## src/pcpc_map.vh

```
// Register offsets, field layouts, reset values and timing counts for port charging control
`ifndef PCPC_MAP_VH
`define PCPC_MAP_VH

// ----------------------------------------------------------------------
// Register word addresses (one step per 32-bit register)
// ----------------------------------------------------------------------
`define PCPC_ADDR_CTRL        4'h0
`define PCPC_ADDR_CHG_EN      4'h1
`define PCPC_ADDR_STATUS      4'h2
`define PCPC_ADDR_PORT_PWR    4'h3
`define PCPC_ADDR_CUSTOM      4'h4
`define PCPC_ADDR_ROLE        4'h5

// ----------------------------------------------------------------------
// Control register fields
// ----------------------------------------------------------------------
`define PCPC_CTRL_DET_EN      0
`define PCPC_CTRL_ENH_DET     1
`define PCPC_CTRL_OSC_DET     2
`define PCPC_CTRL_GANGED      3
`define PCPC_CTRL_CFG_DONE    4
`define PCPC_CTRL_RESET       5'h01

// ----------------------------------------------------------------------
// Charger type codes
// ----------------------------------------------------------------------
`define PCPC_TYPE_NONE        3'h0
`define PCPC_TYPE_DCP         3'h1
`define PCPC_TYPE_CDP         3'h2
`define PCPC_TYPE_SDP         3'h3
`define PCPC_TYPE_PROP_LOW    3'h4
`define PCPC_TYPE_PROP_HIGH   3'h5
`define PCPC_TYPE_PROP_SUPER  3'h6

// ----------------------------------------------------------------------
// Line state classes from the analog front end
// ----------------------------------------------------------------------
`define PCPC_LINE_SHORTED     3'h1
`define PCPC_LINE_REFLECT     3'h2
`define PCPC_LINE_PULLDOWN    3'h3
`define PCPC_LINE_PROP_LOW    3'h4
`define PCPC_LINE_PROP_HIGH   3'h5
`define PCPC_LINE_PROP_SUPER  3'h6

// ----------------------------------------------------------------------
// Port roles
// ----------------------------------------------------------------------
`define PCPC_ROLE_SDP         2'h0
`define PCPC_ROLE_CDP         2'h1
`define PCPC_ROLE_DCP         2'h2

// ----------------------------------------------------------------------
// Timing
// ----------------------------------------------------------------------
`define PCPC_CLK_HZ           50000000
`define PCPC_MS_CYCLES        (`PCPC_CLK_HZ / 1000)
`define PCPC_SHORT_OFF_MS     1000
`define PCPC_LONG_OFF_MS      10000
`define PCPC_SHORT_TRIES      2'h3
`define PCPC_SETTLE_CYCLES    8'h20

`endif

```

## src/pcpc_top.v

```verilog
// Port charging power control: upstream charger detection and downstream charging ports
//
// Added by the designer: the placing of the registers and the Avalon-MM register port.
`timescale 1ns/1ps
`include "pcpc_map.vh"

module pcpc_top (
    input  wire        clock_in,
    input  wire        rst_in,
    // Avalon-MM slave
    input  wire [3:0]  avs_address,
    input  wire        avs_read,
    input  wire        avs_write,
    input  wire [31:0] avs_writedata,
    output reg  [31:0] avs_readdata,
    output reg         avs_waitrequest,
    // Hub stage and clocking
    input  wire        charger_detect_stage_in,
    input  wire        wait_for_refclock_stage_in,
    input  wire        reference_clock_active_in,
    input  wire        osc_tick_in,
    input  wire        strap_window_in,
    input  wire        usb_cfg_valid_in,
    input  wire [4:1]  usb_cfg_charge_en_in,
    input  wire        otp_valid_in,
    input  wire [4:1]  otp_charge_en_in,
    // Upstream line classifier
    input  wire [2:0]  upstream_line_class_in,
    output reg         upstream_probe_out,
    output reg         detect_irq_out,
    // Downstream ports
    input  wire [4:1]  charge_enable_strap_in,
    input  wire [4:1]  overcurrent_sense_in,
    input  wire        host_connected_in,
    input  wire [4:1]  host_port_power_in,
    output reg  [4:1]  port_power_out,
    output reg  [1:0]  dcp_profile_out
);

// ----------------------------------------------------------------------
// Registers and state
// ----------------------------------------------------------------------
localparam [2:0] DS_IDLE   = 3'h0;
localparam [2:0] DS_PROBE  = 3'h1;
localparam [2:0] DS_SETTLE = 3'h2;
localparam [2:0] DS_DONE   = 3'h3;

reg  [4:0]  ctrl_ff;
reg  [4:1]  chg_en_ff;
reg  [2:0]  chg_type_ff;
reg  [2:0]  det_state_ff;
reg  [7:0]  settle_ff;
reg         stage_seen_ff;
reg  [3:0]  custom_ff;
reg  [1:0]  profile_ff;
reg  [15:0] ms_div_ff;
reg         ms_tick_ff;
reg  [4:1]  strap_ff;

wire [4:1]  oc_sync;
wire [4:1]  power_w;
wire [1:0]  role_w   [4:1];
wire [1:0]  tries_w  [4:1];
wire        ganged_oc = |oc_sync;
wire        det_step;
wire        enh_det   = ctrl_ff[`PCPC_CTRL_ENH_DET];
wire        cfg_done  = ctrl_ff[`PCPC_CTRL_CFG_DONE];

// Oscillator path lets detection run while the reference clock is dead
assign det_step = (ctrl_ff[`PCPC_CTRL_OSC_DET] && wait_for_refclock_stage_in)
                  ? osc_tick_in : reference_clock_active_in;

// ----------------------------------------------------------------------
// Over-current pin synchronisers
// ----------------------------------------------------------------------
genvar gi;
generate
    for (gi = 1; gi <= 4; gi = gi + 1) begin : g_port
        pcpc_sync u_sync (
            .clock_in  (clock_in),
            .rst_in    (rst_in),
            .pin_in    (overcurrent_sense_in[gi]),
            .level_out (oc_sync[gi])
        );
        pcpc_port u_port (
            .clock_in      (clock_in),
            .rst_in        (rst_in),
            .ms_tick_in    (ms_tick_ff),
            .cfg_done_in   (cfg_done),
            .charge_en_in  (chg_en_ff[gi]),
            .host_conn_in  (host_connected_in),
            .host_power_in (host_port_power_in[gi]),
            .oc_in         (oc_sync[gi]),
            .ganged_oc_in  (ganged_oc),
            .ganged_in     (ctrl_ff[`PCPC_CTRL_GANGED]),
            .power_out     (power_w[gi]),
            .role_out      (role_w[gi]),
            .tries_out     (tries_w[gi])
        );
    end
endgenerate

// ----------------------------------------------------------------------
// Millisecond enable divider
// ----------------------------------------------------------------------
always @(posedge clock_in) begin
    if (rst_in) begin
        ms_div_ff  <= 16'h0;
        ms_tick_ff <= 1'b0;
    end else if (ms_div_ff == `PCPC_MS_CYCLES - 1) begin
        ms_div_ff  <= 16'h0;
        ms_tick_ff <= 1'b1;
    end else begin
        ms_div_ff  <= ms_div_ff + 16'h1;
        ms_tick_ff <= 1'b0;
    end
end

// ----------------------------------------------------------------------
// Charging enable sources
// ----------------------------------------------------------------------
// Straps are plain levels sampled while the window is open
always @(posedge clock_in) begin
    if (rst_in) begin
        strap_ff  <= 4'h0;
    end else if (strap_window_in) begin
        strap_ff  <= charge_enable_strap_in;
    end
end

// Later sources override straps; all lock with configuration done
always @(posedge clock_in) begin
    if (rst_in) begin
        chg_en_ff <= 4'h0;
    end else if (!cfg_done) begin
        if (avs_write && !avs_waitrequest && avs_address == `PCPC_ADDR_CHG_EN) begin
            chg_en_ff <= avs_writedata[4:1];
        end else if (usb_cfg_valid_in) begin
            chg_en_ff <= usb_cfg_charge_en_in;
        end else if (otp_valid_in) begin
            chg_en_ff <= otp_charge_en_in;
        end else if (strap_window_in) begin
            chg_en_ff <= strap_ff;
        end
    end
end

// ----------------------------------------------------------------------
// Upstream charger detection
// ----------------------------------------------------------------------
// The upstream line class and the enhanced-detect bit decide the charger type
always @(posedge clock_in) begin
    if (rst_in) begin
        det_state_ff   <= DS_IDLE;
        settle_ff      <= 8'h0;
        stage_seen_ff  <= 1'b0;
        chg_type_ff    <= `PCPC_TYPE_NONE;
        upstream_probe_out <= 1'b0;
        detect_irq_out <= 1'b0;
    end else begin
        stage_seen_ff <= charger_detect_stage_in;
        case (det_state_ff)
        DS_IDLE: begin
            upstream_probe_out <= custom_ff[0];
            if (ctrl_ff[`PCPC_CTRL_DET_EN] && charger_detect_stage_in && !stage_seen_ff) begin
                det_state_ff <= DS_PROBE;
            end
        end
        DS_PROBE: begin
            upstream_probe_out <= 1'b1;
            settle_ff    <= 8'h0;
            det_state_ff <= DS_SETTLE;
        end
        DS_SETTLE: begin
            if (det_step) begin
                settle_ff <= settle_ff + 8'h1;
            end
            if (settle_ff == `PCPC_SETTLE_CYCLES) begin
                case (upstream_line_class_in)
                `PCPC_LINE_SHORTED:    chg_type_ff <= `PCPC_TYPE_DCP;
                `PCPC_LINE_REFLECT:    chg_type_ff <= enh_det ? `PCPC_TYPE_CDP
                                                              : `PCPC_TYPE_SDP;
                `PCPC_LINE_PULLDOWN:   chg_type_ff <= `PCPC_TYPE_SDP;
                `PCPC_LINE_PROP_LOW:   chg_type_ff <= `PCPC_TYPE_PROP_LOW;
                `PCPC_LINE_PROP_HIGH:  chg_type_ff <= `PCPC_TYPE_PROP_HIGH;
                `PCPC_LINE_PROP_SUPER: chg_type_ff <= `PCPC_TYPE_PROP_SUPER;
                default:               chg_type_ff <= `PCPC_TYPE_NONE;
                endcase
                upstream_probe_out <= 1'b0;
                det_state_ff <= DS_DONE;
            end
        end
        DS_DONE: begin
            detect_irq_out <= 1'b1;
            det_state_ff   <= DS_IDLE;
        end
        default: det_state_ff <= DS_IDLE;
        endcase
        // Set wins over the read-clear in the same cycle
        if (avs_read && !avs_waitrequest && avs_address == `PCPC_ADDR_STATUS
            && det_state_ff != DS_DONE) begin
            detect_irq_out <= 1'b0;
        end
    end
end

// ----------------------------------------------------------------------
// Avalon-MM slave: one wait cycle, then answer
// ----------------------------------------------------------------------
always @(posedge clock_in) begin
    if (rst_in) begin
        avs_waitrequest <= 1'b1;
        avs_readdata    <= 32'h0;
        ctrl_ff         <= `PCPC_CTRL_RESET;
        custom_ff       <= 4'h0;
        profile_ff      <= 2'h0;
    end else begin
        avs_waitrequest <= 1'b1;
        if ((avs_read || avs_write) && avs_waitrequest) begin
            avs_waitrequest <= 1'b0;
            if (avs_read) begin
                if (avs_address == `PCPC_ADDR_CTRL) begin
                    avs_readdata <= {27'h0, ctrl_ff};
                end else if (avs_address == `PCPC_ADDR_CHG_EN) begin
                    avs_readdata <= {27'h0, chg_en_ff, 1'b0};
                end else if (avs_address == `PCPC_ADDR_STATUS) begin
                    avs_readdata <= {28'h0, detect_irq_out, chg_type_ff};
                end else if (avs_address == `PCPC_ADDR_PORT_PWR) begin
                    avs_readdata <= {27'h0, power_w, 1'b0};
                end else if (avs_address == `PCPC_ADDR_CUSTOM) begin
                    avs_readdata <= {26'h0, profile_ff, custom_ff};
                end else if (avs_address == `PCPC_ADDR_ROLE) begin
                    avs_readdata <= {16'h0, tries_w[4], tries_w[3], tries_w[2], tries_w[1],
                                     role_w[4], role_w[3], role_w[2], role_w[1]};
                end else begin
                    avs_readdata <= 32'h0;
                end
            end else if (avs_address == `PCPC_ADDR_CTRL) begin
                // Configuration done sticks; charging enables stay frozen afterwards, roles still follow the host connection
                ctrl_ff <= {ctrl_ff[4] | avs_writedata[4], avs_writedata[3:0]};
            end else if (avs_address == `PCPC_ADDR_CUSTOM) begin
                // Accepted in every stage; software keeps to the safe stages
                custom_ff  <= avs_writedata[3:0];
                profile_ff <= avs_writedata[5:4];
            end
        end
    end
end

// ----------------------------------------------------------------------
// Port pins
// ----------------------------------------------------------------------
always @(posedge clock_in) begin
    if (rst_in) begin
        port_power_out  <= 4'h0;
        dcp_profile_out <= 2'h0;
    end else begin
        port_power_out  <= power_w;
        dcp_profile_out <= profile_ff;
    end
end

endmodule // pcpc_top

```

## src/pcpc_sync.v

```verilog
// Three-stage input synchroniser with agreement filter
`timescale 1ns/1ps

module pcpc_sync (
    input  wire clock_in,
    input  wire rst_in,
    input  wire pin_in,
    output reg  level_out
);

reg meta_ff;
reg s2_ff;
reg s3_ff;

// ----------------------------------------------------------------------
// Level counts only once stages two and three agree
// ----------------------------------------------------------------------
always @(posedge clock_in) begin
    if (rst_in) begin
        meta_ff   <= 1'b0;
        s2_ff     <= 1'b0;
        s3_ff     <= 1'b0;
        level_out <= 1'b0;
    end else begin
        meta_ff <= pin_in;
        s2_ff   <= meta_ff;
        s3_ff   <= s2_ff;
        if (s2_ff == s3_ff) begin
            level_out <= s3_ff;
        end
    end
end

endmodule // pcpc_sync

```

## src/pcpc_port.v

```verilog
// Per-port power and over-current retry control
`timescale 1ns/1ps
`include "pcpc_map.vh"

module pcpc_port #(
    parameter [31:0] MS_CYCLES = `PCPC_MS_CYCLES
) (
    input  wire       clock_in,
    input  wire       rst_in,
    input  wire       ms_tick_in,
    input  wire       cfg_done_in,
    input  wire       charge_en_in,
    input  wire       host_conn_in,
    input  wire       host_power_in,
    input  wire       oc_in,
    input  wire       ganged_oc_in,
    input  wire       ganged_in,
    output reg        power_out,
    output reg  [1:0] role_out,
    output reg  [1:0] tries_out
);

localparam [1:0] ST_IDLE = 2'h0;
localparam [1:0] ST_ON   = 2'h1;
localparam [1:0] ST_OFF  = 2'h2;

reg [1:0]  state_ff;
reg [13:0] ms_cnt_ff;
reg        locked_ff;
reg        charge_ff;

wire fault = ganged_in ? ganged_oc_in : oc_in;
wire [13:0] off_ms = (tries_out == `PCPC_SHORT_TRIES) ? 14'd`PCPC_LONG_OFF_MS
                                                      : 14'd`PCPC_SHORT_OFF_MS;

always @(posedge clock_in) begin
    if (rst_in) begin
        state_ff  <= ST_IDLE;
        ms_cnt_ff <= 14'h0;
        locked_ff <= 1'b0;
        charge_ff <= 1'b0;
        power_out <= 1'b0;
        role_out  <= `PCPC_ROLE_SDP;
        tries_out <= 2'h0;
    end else begin
        // Charging enable frozen once configuration closes
        if (cfg_done_in && !locked_ff) begin
            locked_ff <= 1'b1;
            charge_ff <= charge_en_in;
        end
        if (!locked_ff) begin
            role_out <= `PCPC_ROLE_SDP;
        end else if (charge_ff) begin
            role_out <= host_conn_in ? `PCPC_ROLE_CDP : `PCPC_ROLE_DCP;
        end else begin
            role_out <= `PCPC_ROLE_SDP;
        end
        case (state_ff)
        ST_IDLE: begin
            power_out <= 1'b0;
            // Standard ports go live too; their power is the host's call
            if (locked_ff) begin
                state_ff <= ST_ON;
            end
        end
        ST_ON: begin
            if (role_out != `PCPC_ROLE_DCP) begin
                // Host owns power, a local fault only gates it; event not recorded
                power_out <= host_power_in && !fault;
                tries_out <= 2'h0;
            end else if (fault) begin
                power_out <= 1'b0;
                ms_cnt_ff <= 14'h0;
                state_ff  <= ST_OFF;
            end else begin
                power_out <= 1'b1;
                tries_out <= 2'h0;
            end
        end
        ST_OFF: begin
            power_out <= 1'b0;
            if (ms_tick_in) begin
                if (ms_cnt_ff + 14'h1 >= off_ms) begin
                    // Retry forever; never a permanent disable
                    if (tries_out != `PCPC_SHORT_TRIES) begin
                        tries_out <= tries_out + 2'h1;
                    end
                    power_out <= 1'b1;
                    state_ff  <= ST_ON;
                end else begin
                    ms_cnt_ff <= ms_cnt_ff + 14'h1;
                end
            end
        end
        default: state_ff <= ST_IDLE;
        endcase
    end
end

endmodule // pcpc_port

```

## config.mk

```make
export PLATFORM = sky130hd
export DESIGN_NAME = pcpc_top
export DESIGN_NICKNAME = d
export VERILOG_FILES = /design/src/pcpc_top.v /design/src/pcpc_sync.v /design/src/pcpc_port.v
export VERILOG_INCLUDE_DIRS = /design/src
export SDC_FILE = /design/constraint.sdc
export NUM_CORES = 1
export LEC_CHECK = 0
export ABC_AREA = 1
export BUFFER_PORTS_ARGS = -buffer_cell sky130_fd_sc_hd__buf_2
export CAP_MARGIN = 20
export CORE_ASPECT_RATIO = 0.8
export CORE_MARGIN = 5
export CORE_UTILIZATION = 40
export DETAILED_ROUTE_END_ITERATION = 10
export SLEW_MARGIN = 20
export SYNTH_ARGS = -nofsm -noshare
export SYNTH_HDL_FRONTEND = slang
export SYNTH_SLANG_ARGS = --single-unit
```

## constraint.sdc

```tcl
create_clock -name clock_in -period 6.9 [get_ports clock_in]
set_input_delay 0.345 -clock clock_in [delete_from_list [all_inputs] [get_ports clock_in]]
set_output_delay 0.345 -clock clock_in [all_outputs]
set_load 0.05 [all_outputs]
```

==> flow_summary_export.csv, run 1 <==
group,metric,value,unit
critical_path,crit_type,"reg2reg",
min_path,hold_class,"in2reg",
cts,cts-root-buf,"clkbuf_16",
pwr,power.density,287,nW/um^2
cells_and_area,drive_above_1_share,0.0872,
cts,holdBufCountCts,0,
synthesis,yosysWarnings,0,
route,drtIter0Drc,624,
cells_and_area,syn2layout_area_growth,10.9,%
cts,cts_tree,"yes",
critical_path,ff2ff_setup_slack,3710,ps
global_routing,grt_pass1_wl,42100,um
global_routing,grtUsageMet1,0.242,
cells_and_area,final_core_util,0.449,
floorplan,die_w,192,um
synthesis,yosys.cell_count.top_type,"nand2_1",
global_routing,gr-usage-met2,0.258,
critical_path,cp-end-kind,"flop",
pwr,power_leakage,5.26,nW
pwr,fin_total_pwr,3.36,mW
global_routing,grt-ovfl-total,0,
sta,rsz0062_at_grt,"no",
pwr,power_frac_comb,0.306,
route,drc,0,
floorplan,initial_core_util,0.405,
global_routing,grt_usage,0.168,
floorplan,die_y,155,um
sta,drv_slew,0,
critical_path,crit_fanout,22,
route,wl,24300,um
floorplan,core,26100,sq um
sta,min_period,3190,ps
sta,clock.fmax,0.314,GHz
cts,numCtsBuffers,17,
sta,skew,12.5,ps
synthesis,syn_avg_cell_area,6.74,sq um
pwr,p_switching,1.24,mW
critical_path,required,7220,ps
placed_design,globalplace.congestion,0.840,
synthesis,synth-edff-count,0,
global_routing,grt_most_used_layer,"met2",
sta,finalWorstSetupSlack,3710,ps
cts,cts_sinks,183,
global_routing,grt_use_met3,0.0325,
critical_path,cp.arrival,3510,ps
sta,max_slew_margin,0.369,
placed_design,io_buffer_count,69,
pwr,peakVddDrop,0.000196,V
route,antenna_left,0,
pwr,pwr-share-seq,0.387,
route,wl_per_cell,12.2,um
status,status,"completed",
cells_and_area,n_antenna_cell,0,
global_routing,first_global_vias,8802,
cells_and_area,stdcell_count,1986,
global_routing,grt_max_degree,69,
synthesis,synth_top_cell_area_share,0.347,
critical_path,cp-start-kind,"flop",
sta,setup_violations,0,
floorplan,rows,53,
pwr,p_clk_frac,0.307,
synthesis,syn-cell-area,10600,sq um
sta,finalSetupTns,0,ps
placed_design,post_dp_cell_area,11100,sq um
route,viasPerCell,4.81,
cts,cts_buffer_depth,2,
cts,cts.htree.levels,4,
sta,hold_viol,0,
cts,clkTransAtPathRegs,70,ps
route,vias,9556,
route,drt_pre_antenna_iters,5,
placed_design,place_hpwl,17700,um
pwr,switching_share,0.368,
synthesis,async_flop_share,0,
synthesis,yosys_most_used_dff,"dfxtp_1",
sta,whs,110,ps
flow_run,maxCapViolCount,0,
pwr,internal_power,2.12,mW
synthesis,syn_inst,1569,
synthesis,ys_ff_latch,183,
cts,cts_setup_buffers,0,
floorplan,num_io_pins,112,
placed_design,placedCellCount,1954,
synthesis,ys_seq_area_frac,0.347,
cells_and_area,finalInstanceArea,11700,sq um
synthesis,yosys-top-cells-area,"dfxtp_1 (35%), nand2_1 (14%), ha_1 (7.9%)",
synthesis,synth_cell_types,44,
global_routing,grt_antenna_before_repair,1,
synthesis,synth_top_cell_by_area,"dfxtp_1",
cts,cts_resized,0,
cts,clkLatencyLatePin,440,ps
synthesis,ys_top_cells_by_count,"nand2_1 (383), nor2_1 (214), inv_1 (190), dfxtp_1 (183), nand3_1 (135)",
placed_design,place_ws,3750,ps
cells_and_area,nNetsFinal,1754,
sta,period_share,0.462,
sta,worst_slew_pin_slew,947,ps
floorplan,dieArea,29800,sq um
-- layer usage --
metal	routed length (um)	share of wire
met1	12700	0.52
met2	10300	0.42
met3	960	0.039
met4	359	0.015
met5	11	0.00045
-- area by class of cell --
cell class                 instances  area (sq um)
inverter                         191           717
tap                              357           447
clock inverter                    15           209
clock buffer                      17           425
fill                            2738         14400
sequential                       183          3660
multi-input combinational       1148          5870
timing repair buffer              75           390
-- placed cells by master (no fill, tap or decap), types with 7 or more instances in the layout --
cell type / n
a211oi_1: 8
nor2_2: 10
a21oi_1: 133
o21ai_0: 36
xor2_1: 26
or2_2: 7
ha_1: 67
nand2_1: 383
conb_1: 16
nor3_1: 23
dfxtp_1: 183
nand4_1: 19
buf_2: 69
nor2_1: 214
nand3_1: 135
clkbuf_16: 17
nand3b_1: 7
inv_1: 189
-- power groups by stage --
stage,Clock [mW],Sequential [mW],Combinational (mW)
final,1.03,1.30,1.03
after global routing,1.11,1.32,1.20
after CTS,1.07,1.30,1.03
after detailed placement,0,1.32,1.03
after global placement,0,1.32,1.00
after floorplan,0,1.31,0.846
-- logic make-up (layout without fill, tap and decap cells) --
kind of cell,Yosys count,after routing,synth area share
AO/OA/AOI/OAI,211,211,0.112
XOR/XNOR,30,30,0.0249
adder cells (fa/ha/maj),67,67,0.0793
buffers and inverters,253,298,0.104
flip-flops,183,183,0.347
other,1,16,0.000355
AND/OR/NAND/NOR,824,824,0.333
-- worst max-delay path: stages, from the launching register on --
cell	delay (ps)
dfxtp_1	420
nand3_1	190
nor2_2	240
nand2_1	130
nor3_1	220
xor2_1	180
inv_1	70
ha_1	290
nand2_1	50
inv_1	60
nand3_1	90
nor2_2	120
nand3_2	120
nand3_2	110
nand2_2	260
nand2_1	320
nand2_1	80
nand2_1	60
nor2_1	50
-- registers in the layout (all words and copies together) (netlist names), 5 cells and up --
| register | count |
|---|---|
| g_port.u_port.tries_out | 8 |
| ctrl_ff | 5 |
| settle_ff | 8 |
| ms_div_ff | 16 |
| g_port.u_port.role_out | 8 |
| g_port.u_port.ms_cnt_ff | 56 |
| g_port.u_port.state_ff | 8 |
| avs_readdata | 16 |
-- final timing paths --
kind                            startpoint                             to  cells past startpoint
min reg2reg       g_port[3].u_sync.meta_ff         g_port[3].u_sync.s2_ff                      2
max reg2reg  g_port[1].u_port.ms_cnt_ff[1]  g_port[1].u_port.ms_cnt_ff[4]                     18
max          g_port[1].u_port.ms_cnt_ff[1]  g_port[1].u_port.ms_cnt_ff[4]                     18
min                overcurrent_sense_in[1]       g_port[1].u_sync.meta_ff                      3
Power figures use the tool's default switching activity.
==> inputs of run 2 (changes only) <==
ABC_AREA = 0   (was 1)
clock period = 2.83 ns   (was 6.9 ns; I/O delays follow)
==> flow_summary_export.csv, run 2 <==
group,metric,value,unit
global_routing,grt_antenna_before_repair,0,
pwr,peakVddDrop,0.000449,V
global_routing,grt-ovfl-total,0,
cells_and_area,top_regs,"g_port.u_port.ms_cnt_ff: 56 flops, avs_readdata: 16 flops, ms_div_ff: 16 flops",
placed_design,place_hpwl,18600,um
sta,whs,22.1,ps
flow_run,maxCapViolCount,0,
synthesis,ys_seq_area_frac,0.363,
synthesis,yosys-top-cells-area,"dfxtp_1 (36%), ha_1 (8.3%), nor2_1 (4.9%)",
critical_path,cp_slowest_cell,"or4_4",
pwr,power.density,457,nW/um^2
cells_and_area,drive_above_1_share,0.278,
min_path,hold_class,"in2reg",
cts,cts_sinks,183,
floorplan,die_w,188,um
critical_path,crit_fanout,4,
pwr,power_leakage,5.64,nW
sta,clock.fmax,0.348,GHz
sta,period_share,1.01,
sta,skew,11.0,ps
synthesis,syn_inst,1190,
status,violations,"negative setup slack",
critical_path,cp-start-kind,"flop",
synthesis,async_flop_share,0,
placed_design,io_buffer_count,69,
cts,numCtsBuffers,17,
cells_and_area,largest-register,"g_port.u_port.ms_cnt_ff",
floorplan,dieArea,28600,sq um
synthesis,ys_ff_latch,183,
critical_path,max_stage_delay,470,ps
global_routing,grt_usage,0.177,
floorplan,rows,52,
sta,setup_violations,5,
route,viasPerCell,5.28,
route,antenna_left,0,
global_routing,first_global_vias,8740,
cts,cts-root-buf,"clkbuf_16",
critical_path,crit_chain,"ha_4 -> and2_4 -> nand4_1 -> xnor2_2 -> ha_1 -> nand3_1 -> a21boi_2 -> a211oi_2 -> or4_4 -> a21o_1 -> or3_1 -> a21oi_1",
cells_and_area,largest_register_ffs,56,
global_routing,grt_max_degree,56,
pwr,power_frac_comb,0.152,
critical_path,path_buf_inv,0,
sta,max_slew_margin,0.352,
sta,hold_viol,0,
cts,cts.htree.levels,4,
pwr,pwr-share-seq,0.443,
critical_path,cp_top_family,"simple AND/OR/NAND/NOR gates",
route,wl,26100,um
cts,cts_tree,"yes",
placed_design,globalplace.congestion,0.841,
placed_design,post_dp_cell_area,11700,sq um
route,vias,9150,
critical_path,cp.arrival,3240,ps
route,drtIter0Drc,479,
status,status,"complete, but fails checks",
sta,finalWorstSetupSlack,-40.5,ps
cts,clkTransAtPathRegs,80,ps
synthesis,ys_top_cells_by_count,"dfxtp_1 (183), nor2_1 (131), nand2_1 (98), ha_1 (67), nand3_1 (62)",
critical_path,cp-end-kind,"flop",
critical_path,crit_type,"reg2reg",
synthesis,syn-cell-area,10100,sq um
synthesis,synth_top_cell_by_area,"dfxtp_1",
floorplan,initial_core_util,0.402,
sta,worst_slew_pin_slew,968,ps
floorplan,die_y,152,um
cells_and_area,finalInstanceArea,13200,sq um
synthesis,yosys.cell_count.top_type,"dfxtp_1",
global_routing,grt_pass1_wl,42900,um
synthesis,syn_avg_cell_area,8.49,sq um
synthesis,synth_top_cell_area_share,0.363,
critical_path,required,3200,ps
sta,drv_slew,0,
cells_and_area,nNetsFinal,1534,
pwr,p_clk_frac,0.405,
pwr,switching_share,0.297,
route,drt_pre_antenna_iters,5,
sta,rsz0062_at_grt,"yes",
cells_and_area,final_common_cell,"dfxtp_1",
cts,cts_buffer_depth,2,
synthesis,synth_cell_types,86,
cells_and_area,fill_cells,2329,
synthesis,yosys_most_used_dff,"dfxtp_1",
cells_and_area,layout_common_cells,"dfxtp_1 (161), buf_4 (126), nor2_1 (124)",
sta,min_period,2870,ps
synthesis,synth-edff-count,0,
floorplan,core,25100,sq um
pwr,p_switching,1.79,mW
pwr,internal_power,4.26,mW
cts,clkLatencyLatePin,440,ps
cells_and_area,syn2layout_area_growth,31.0,%
cells_and_area,n_antenna_cell,0,
floorplan,num_io_pins,112,
route,drc,0,
synthesis,yosysWarnings,0,
route,wl_per_cell,15.1,um
run 2: cell count changes in the layout (fill, tap and decap cells not counted), sizes merged, moves of 75 or more:
cell | before | now
nor2 | 226 | 131
buf | 75 | 218
inv | 197 | 66
nand3 | 139 | 64
nand2 | 391 | 99
a21oi | 133 | 38
run 2: metal layers:
| metal | global-route usage | part of all wire | vias up |
|---|---|---|---|
| li1 | - | - | 4634 |
| met1 | 0.254 | 0.50 | 4366 |
| met2 | 0.281 | 0.46 | 131 |
| met3 | 0.0328 | 0.031 | 19 |
| met4 | 0.0346 | 0.010 | 0 |
| met5 | 0 | 0 | - |
run 2: worst register-to-register path, delay by kind of cell, from the launching register on:
family / cells / cell delay (ps)
and+or+nand+nor: 5 / 1210
adders and majority gates: 2 / 460
xor gates and xnor gates: 1 / 180
AOI/OAI and AO/OA: 4 / 570
DFF: 1 / 380
run 2: cell type report:
cell class                 instances  area [sq um]  share of cell area
multi-input combinational        901          6550               0.495
clock inverter                    15           175              0.0132
clock buffer                      17           425              0.0321
timing repair buffer             237          1760               0.133
sequential                       183          3710               0.280
tap                              324           405              0.0306
inverter                          56           210              0.0159
run 2: stage by stage:
stage / power, mW / util / setup WS, ps / TNS, ps / cells
floorplan: 3.33 / - / -79.7 / -159 / 1205
global placement: 3.54 / 0.466 / -82.4 / -318 / 1662
detailed placement: 3.56 / 0.466 / -97.7 / -692 / 1662
CTS: 6.03 / 0.502 / -6.86 / -9.81 / 1715
global route: 6.33 / 0.527 / -189 / -3830 / 1733
finish: 6.05 / 0.527 / -40.5 / -78.6 / 1733
run 2: logic make-up (layout without fill, tap and decap cells):
| kind of cell | count (synthesis) | in the layout | synth area share |
|---|---|---|---|
| buffers and inverters | 121 | 325 | 0.0536 |
| other | 1 | 16 | 0.000371 |
| XOR/XNOR | 49 | 49 | 0.0425 |
| flip-flops | 183 | 183 | 0.363 |
| adder cells (fa/ha/maj) | 67 | 67 | 0.0830 |
| AO/OA/AOI/OAI | 230 | 230 | 0.161 |
| AND/OR/NAND/NOR | 496 | 496 | 0.253 |
| multiplexers | 43 | 43 | 0.0443 |
run 2: power groups by stage:
stage | logic [mW] | registers [mW] | clock network (mW)
final | 0.918 | 2.68 | 2.45
after global placement | 0.796 | 2.74 | 0
after detailed placement | 0.811 | 2.75 | 0
after global routing | 1.02 | 2.69 | 2.63
after CTS | 0.838 | 2.69 | 2.50
after floorplan | 0.571 | 2.76 | 0
run 2: path summary, 6_finish.rpt:
| path | start | to | slack, ps | cells past startpoint |
|---|---|---|---|---|
| worst max-delay path | g_port[2].u_port.ms_cnt_ff[0] | g_port[2].u_port.tries_out[1] | -40 | 12 |
| worst min-delay path | upstream_line_class_in[2] | chg_type_ff[0] | 20 | 3 |
| worst max register to register | g_port[2].u_port.ms_cnt_ff[0] | g_port[2].u_port.tries_out[1] | -40 | 12 |
| worst min register to register | g_port[2].u_sync.meta_ff | g_port[2].u_sync.s2_ff | 440 | 1 |
run 2: what timing repair did:
item	in CTS	in global routing
cloned	0	2
setup endpoints to repair	35	75
hold endpoints to repair	31	0
hold buffers	19	0
pin swaps	10	68
buffers inserted	2	17
resized for setup	23	128
==> inputs of run 3 (changes only) <==
PLACE_DENSITY = 0.63   (was not set)
==> flow_summary_export.csv, run 3 (synthesized netlist as in run 2, its figures left out) <==
group,metric,value,unit
critical_path,cp-end-kind,"flop",
floorplan,dieArea,28600,sq um
cts,cts_tree,"yes",
pwr,power_frac_comb,0.152,
cts,numCtsBuffers,17,
cells_and_area,finalInstanceArea,13200,sq um
cells_and_area,nNetsFinal,1533,
cts,cts_buffer_depth,2,
cts,clkLatencyLatePin,440,ps
critical_path,crit_fanout,4,
floorplan,die_w,188,um
route,antenna_left,0,
pwr,power_leakage,5.58,nW
sta,period_share,1.02,
route,drt_pre_antenna_iters,5,
critical_path,cp-start-kind,"flop",
critical_path,ff2ff_setup_slack,-60,ps
cells_and_area,stdcell_count,1732,
cells_and_area,drive_above_1_share,0.268,
critical_path,crit_type,"reg2reg",
status,status,"complete, but fails checks",
global_routing,first_global_vias,8555,
cts,cts.htree.levels,4,
pwr,p_clk_frac,0.402,
sta,min_period,2890,ps
floorplan,core,25100,sq um
status,violations,"negative setup slack",
cells_and_area,final_core_util,0.525,
pwr,power.density,456,nW/um^2
flow_run,maxCapViolCount,0,
sta,hold_viol,0,
placed_design,globalplace.congestion,0.833,
sta,drv_slew,0,
floorplan,rows,52,
route,wl,25600,um
pwr,fin_total_pwr,6.01,mW
critical_path,required,3200,ps
min_path,hold_class,"in2reg",
route,drtIter0Drc,572,
sta,finalWorstSetupSlack,-56.0,ps
sta,skew,13.9,ps
global_routing,grt_antenna_before_repair,0,
floorplan,die_y,152,um
cts,cts_sinks,183,
cells_and_area,fill_cells,2328,
cells_and_area,layout_common_cells,"dfxtp_1 (161), nor2_1 (127), buf_4 (126)",
sta,whs,33.7,ps
route,vias,9079,
cells_and_area,final_common_cell,"dfxtp_1",
sta,worst_slew_pin_slew,881,ps
floorplan,initial_core_util,0.402,
global_routing,grt_usage,0.174,
cells_and_area,top_regs,"g_port.u_port.ms_cnt_ff: 56 flops, avs_readdata: 16 flops, ms_div_ff: 16 flops",
sta,rsz0062_at_grt,"yes",
sta,max_slew_margin,0.398,
placed_design,post_dp_cell_area,11700,sq um
pwr,p_switching,1.80,mW
route,drc,0,
cts,cts-root-buf,"clkbuf_16",
global_routing,grt_max_degree,64,
sta,setup_violations,3,
floorplan,num_io_pins,112,
cells_and_area,syn2layout_area_growth,30.4,%
placed_design,io_buffer_count,69,
cells_and_area,largest_register_ffs,56,
route,viasPerCell,5.24,
route,wl_per_cell,14.8,um
pwr,peakVddDrop,0.000418,V
global_routing,grt_pass1_wl,42100,um
global_routing,grt-ovfl-total,0,
pwr,internal_power,4.21,mW
cts,clkTransAtPathRegs,70,ps
critical_path,cp.arrival,3250,ps
cells_and_area,n_antenna_cell,0,
pwr,pwr-share-seq,0.446,
sta,finalSetupTns,-102,ps
placed_design,placedCellCount,1659,
pwr,switching_share,0.300,
sta,clock.fmax,0.347,GHz
placed_design,place_hpwl,18100,um
placed_design,place_ws,-112,ps
cells_and_area,largest-register,"g_port.u_port.ms_cnt_ff",
==> run 3: final cells by class <==
cell class | count | area [sq um] | area share
inverter | 56 | 210 | 0.0160
tap | 324 | 405 | 0.0308
multi-input combinational | 901 | 6490 | 0.493
timing repair buffer | 236 | 1750 | 0.132
clock buffer | 18 | 439 | 0.0333
clock inverter | 14 | 176 | 0.0134
sequential | 183 | 3710 | 0.281
==> run 3: final timing paths <==
kind	startpoint	endpoint	cells past startpoint
max	g_port[2].u_port.ms_cnt_ff[0]	g_port[2].u_port.tries_out[1]	12
max reg2reg	g_port[2].u_port.ms_cnt_ff[0]	g_port[2].u_port.tries_out[1]	12
min	upstream_line_class_in[1]	chg_type_ff[0]	3
min reg2reg	g_port[2].u_sync.meta_ff	g_port[2].u_sync.s2_ff	1
==> run 3: per-layer routing <==
metal  routed length, um  up-vias  track usage
li1                    -     4632            -
met4                 257        0       0.0377
met2               11700      117        0.270
met5                   0        -            0
met3                 885       17       0.0321
met1               12800     4313        0.253
==> run 3: power groups by stage <==
stage	Sequential, mW	Combinational, mW	Clock (mW)
finish	2.68	0.913	2.42
global placement	2.74	0.806	0
CTS	2.68	0.854	2.48
floorplan	2.76	0.571	0
detailed placement	2.75	0.820	0
global route	2.69	1.01	2.61
==> run 3: critical path, stage by stage, from the launching register on <==
cell and delay (ps):
dfxtp_4 370, ha_4 130, and2_4 160, nand4_1 130, xnor2_2 190, ha_1 350
nand3_2 90, a21boi_2 150, a211oi_2 70, or4_4 460, a21o_1 230, or3_1 350
a21oi_1 120
==> run 3: timing repair <==
item	in CTS	in global routing
hold endpoints to repair	32	0
gates cloned	1	1
buffers inserted	4	16
pin swaps	8	46
hold buffers	20	0
gates resized for setup	27	96
setup endpoints to repair	31	69
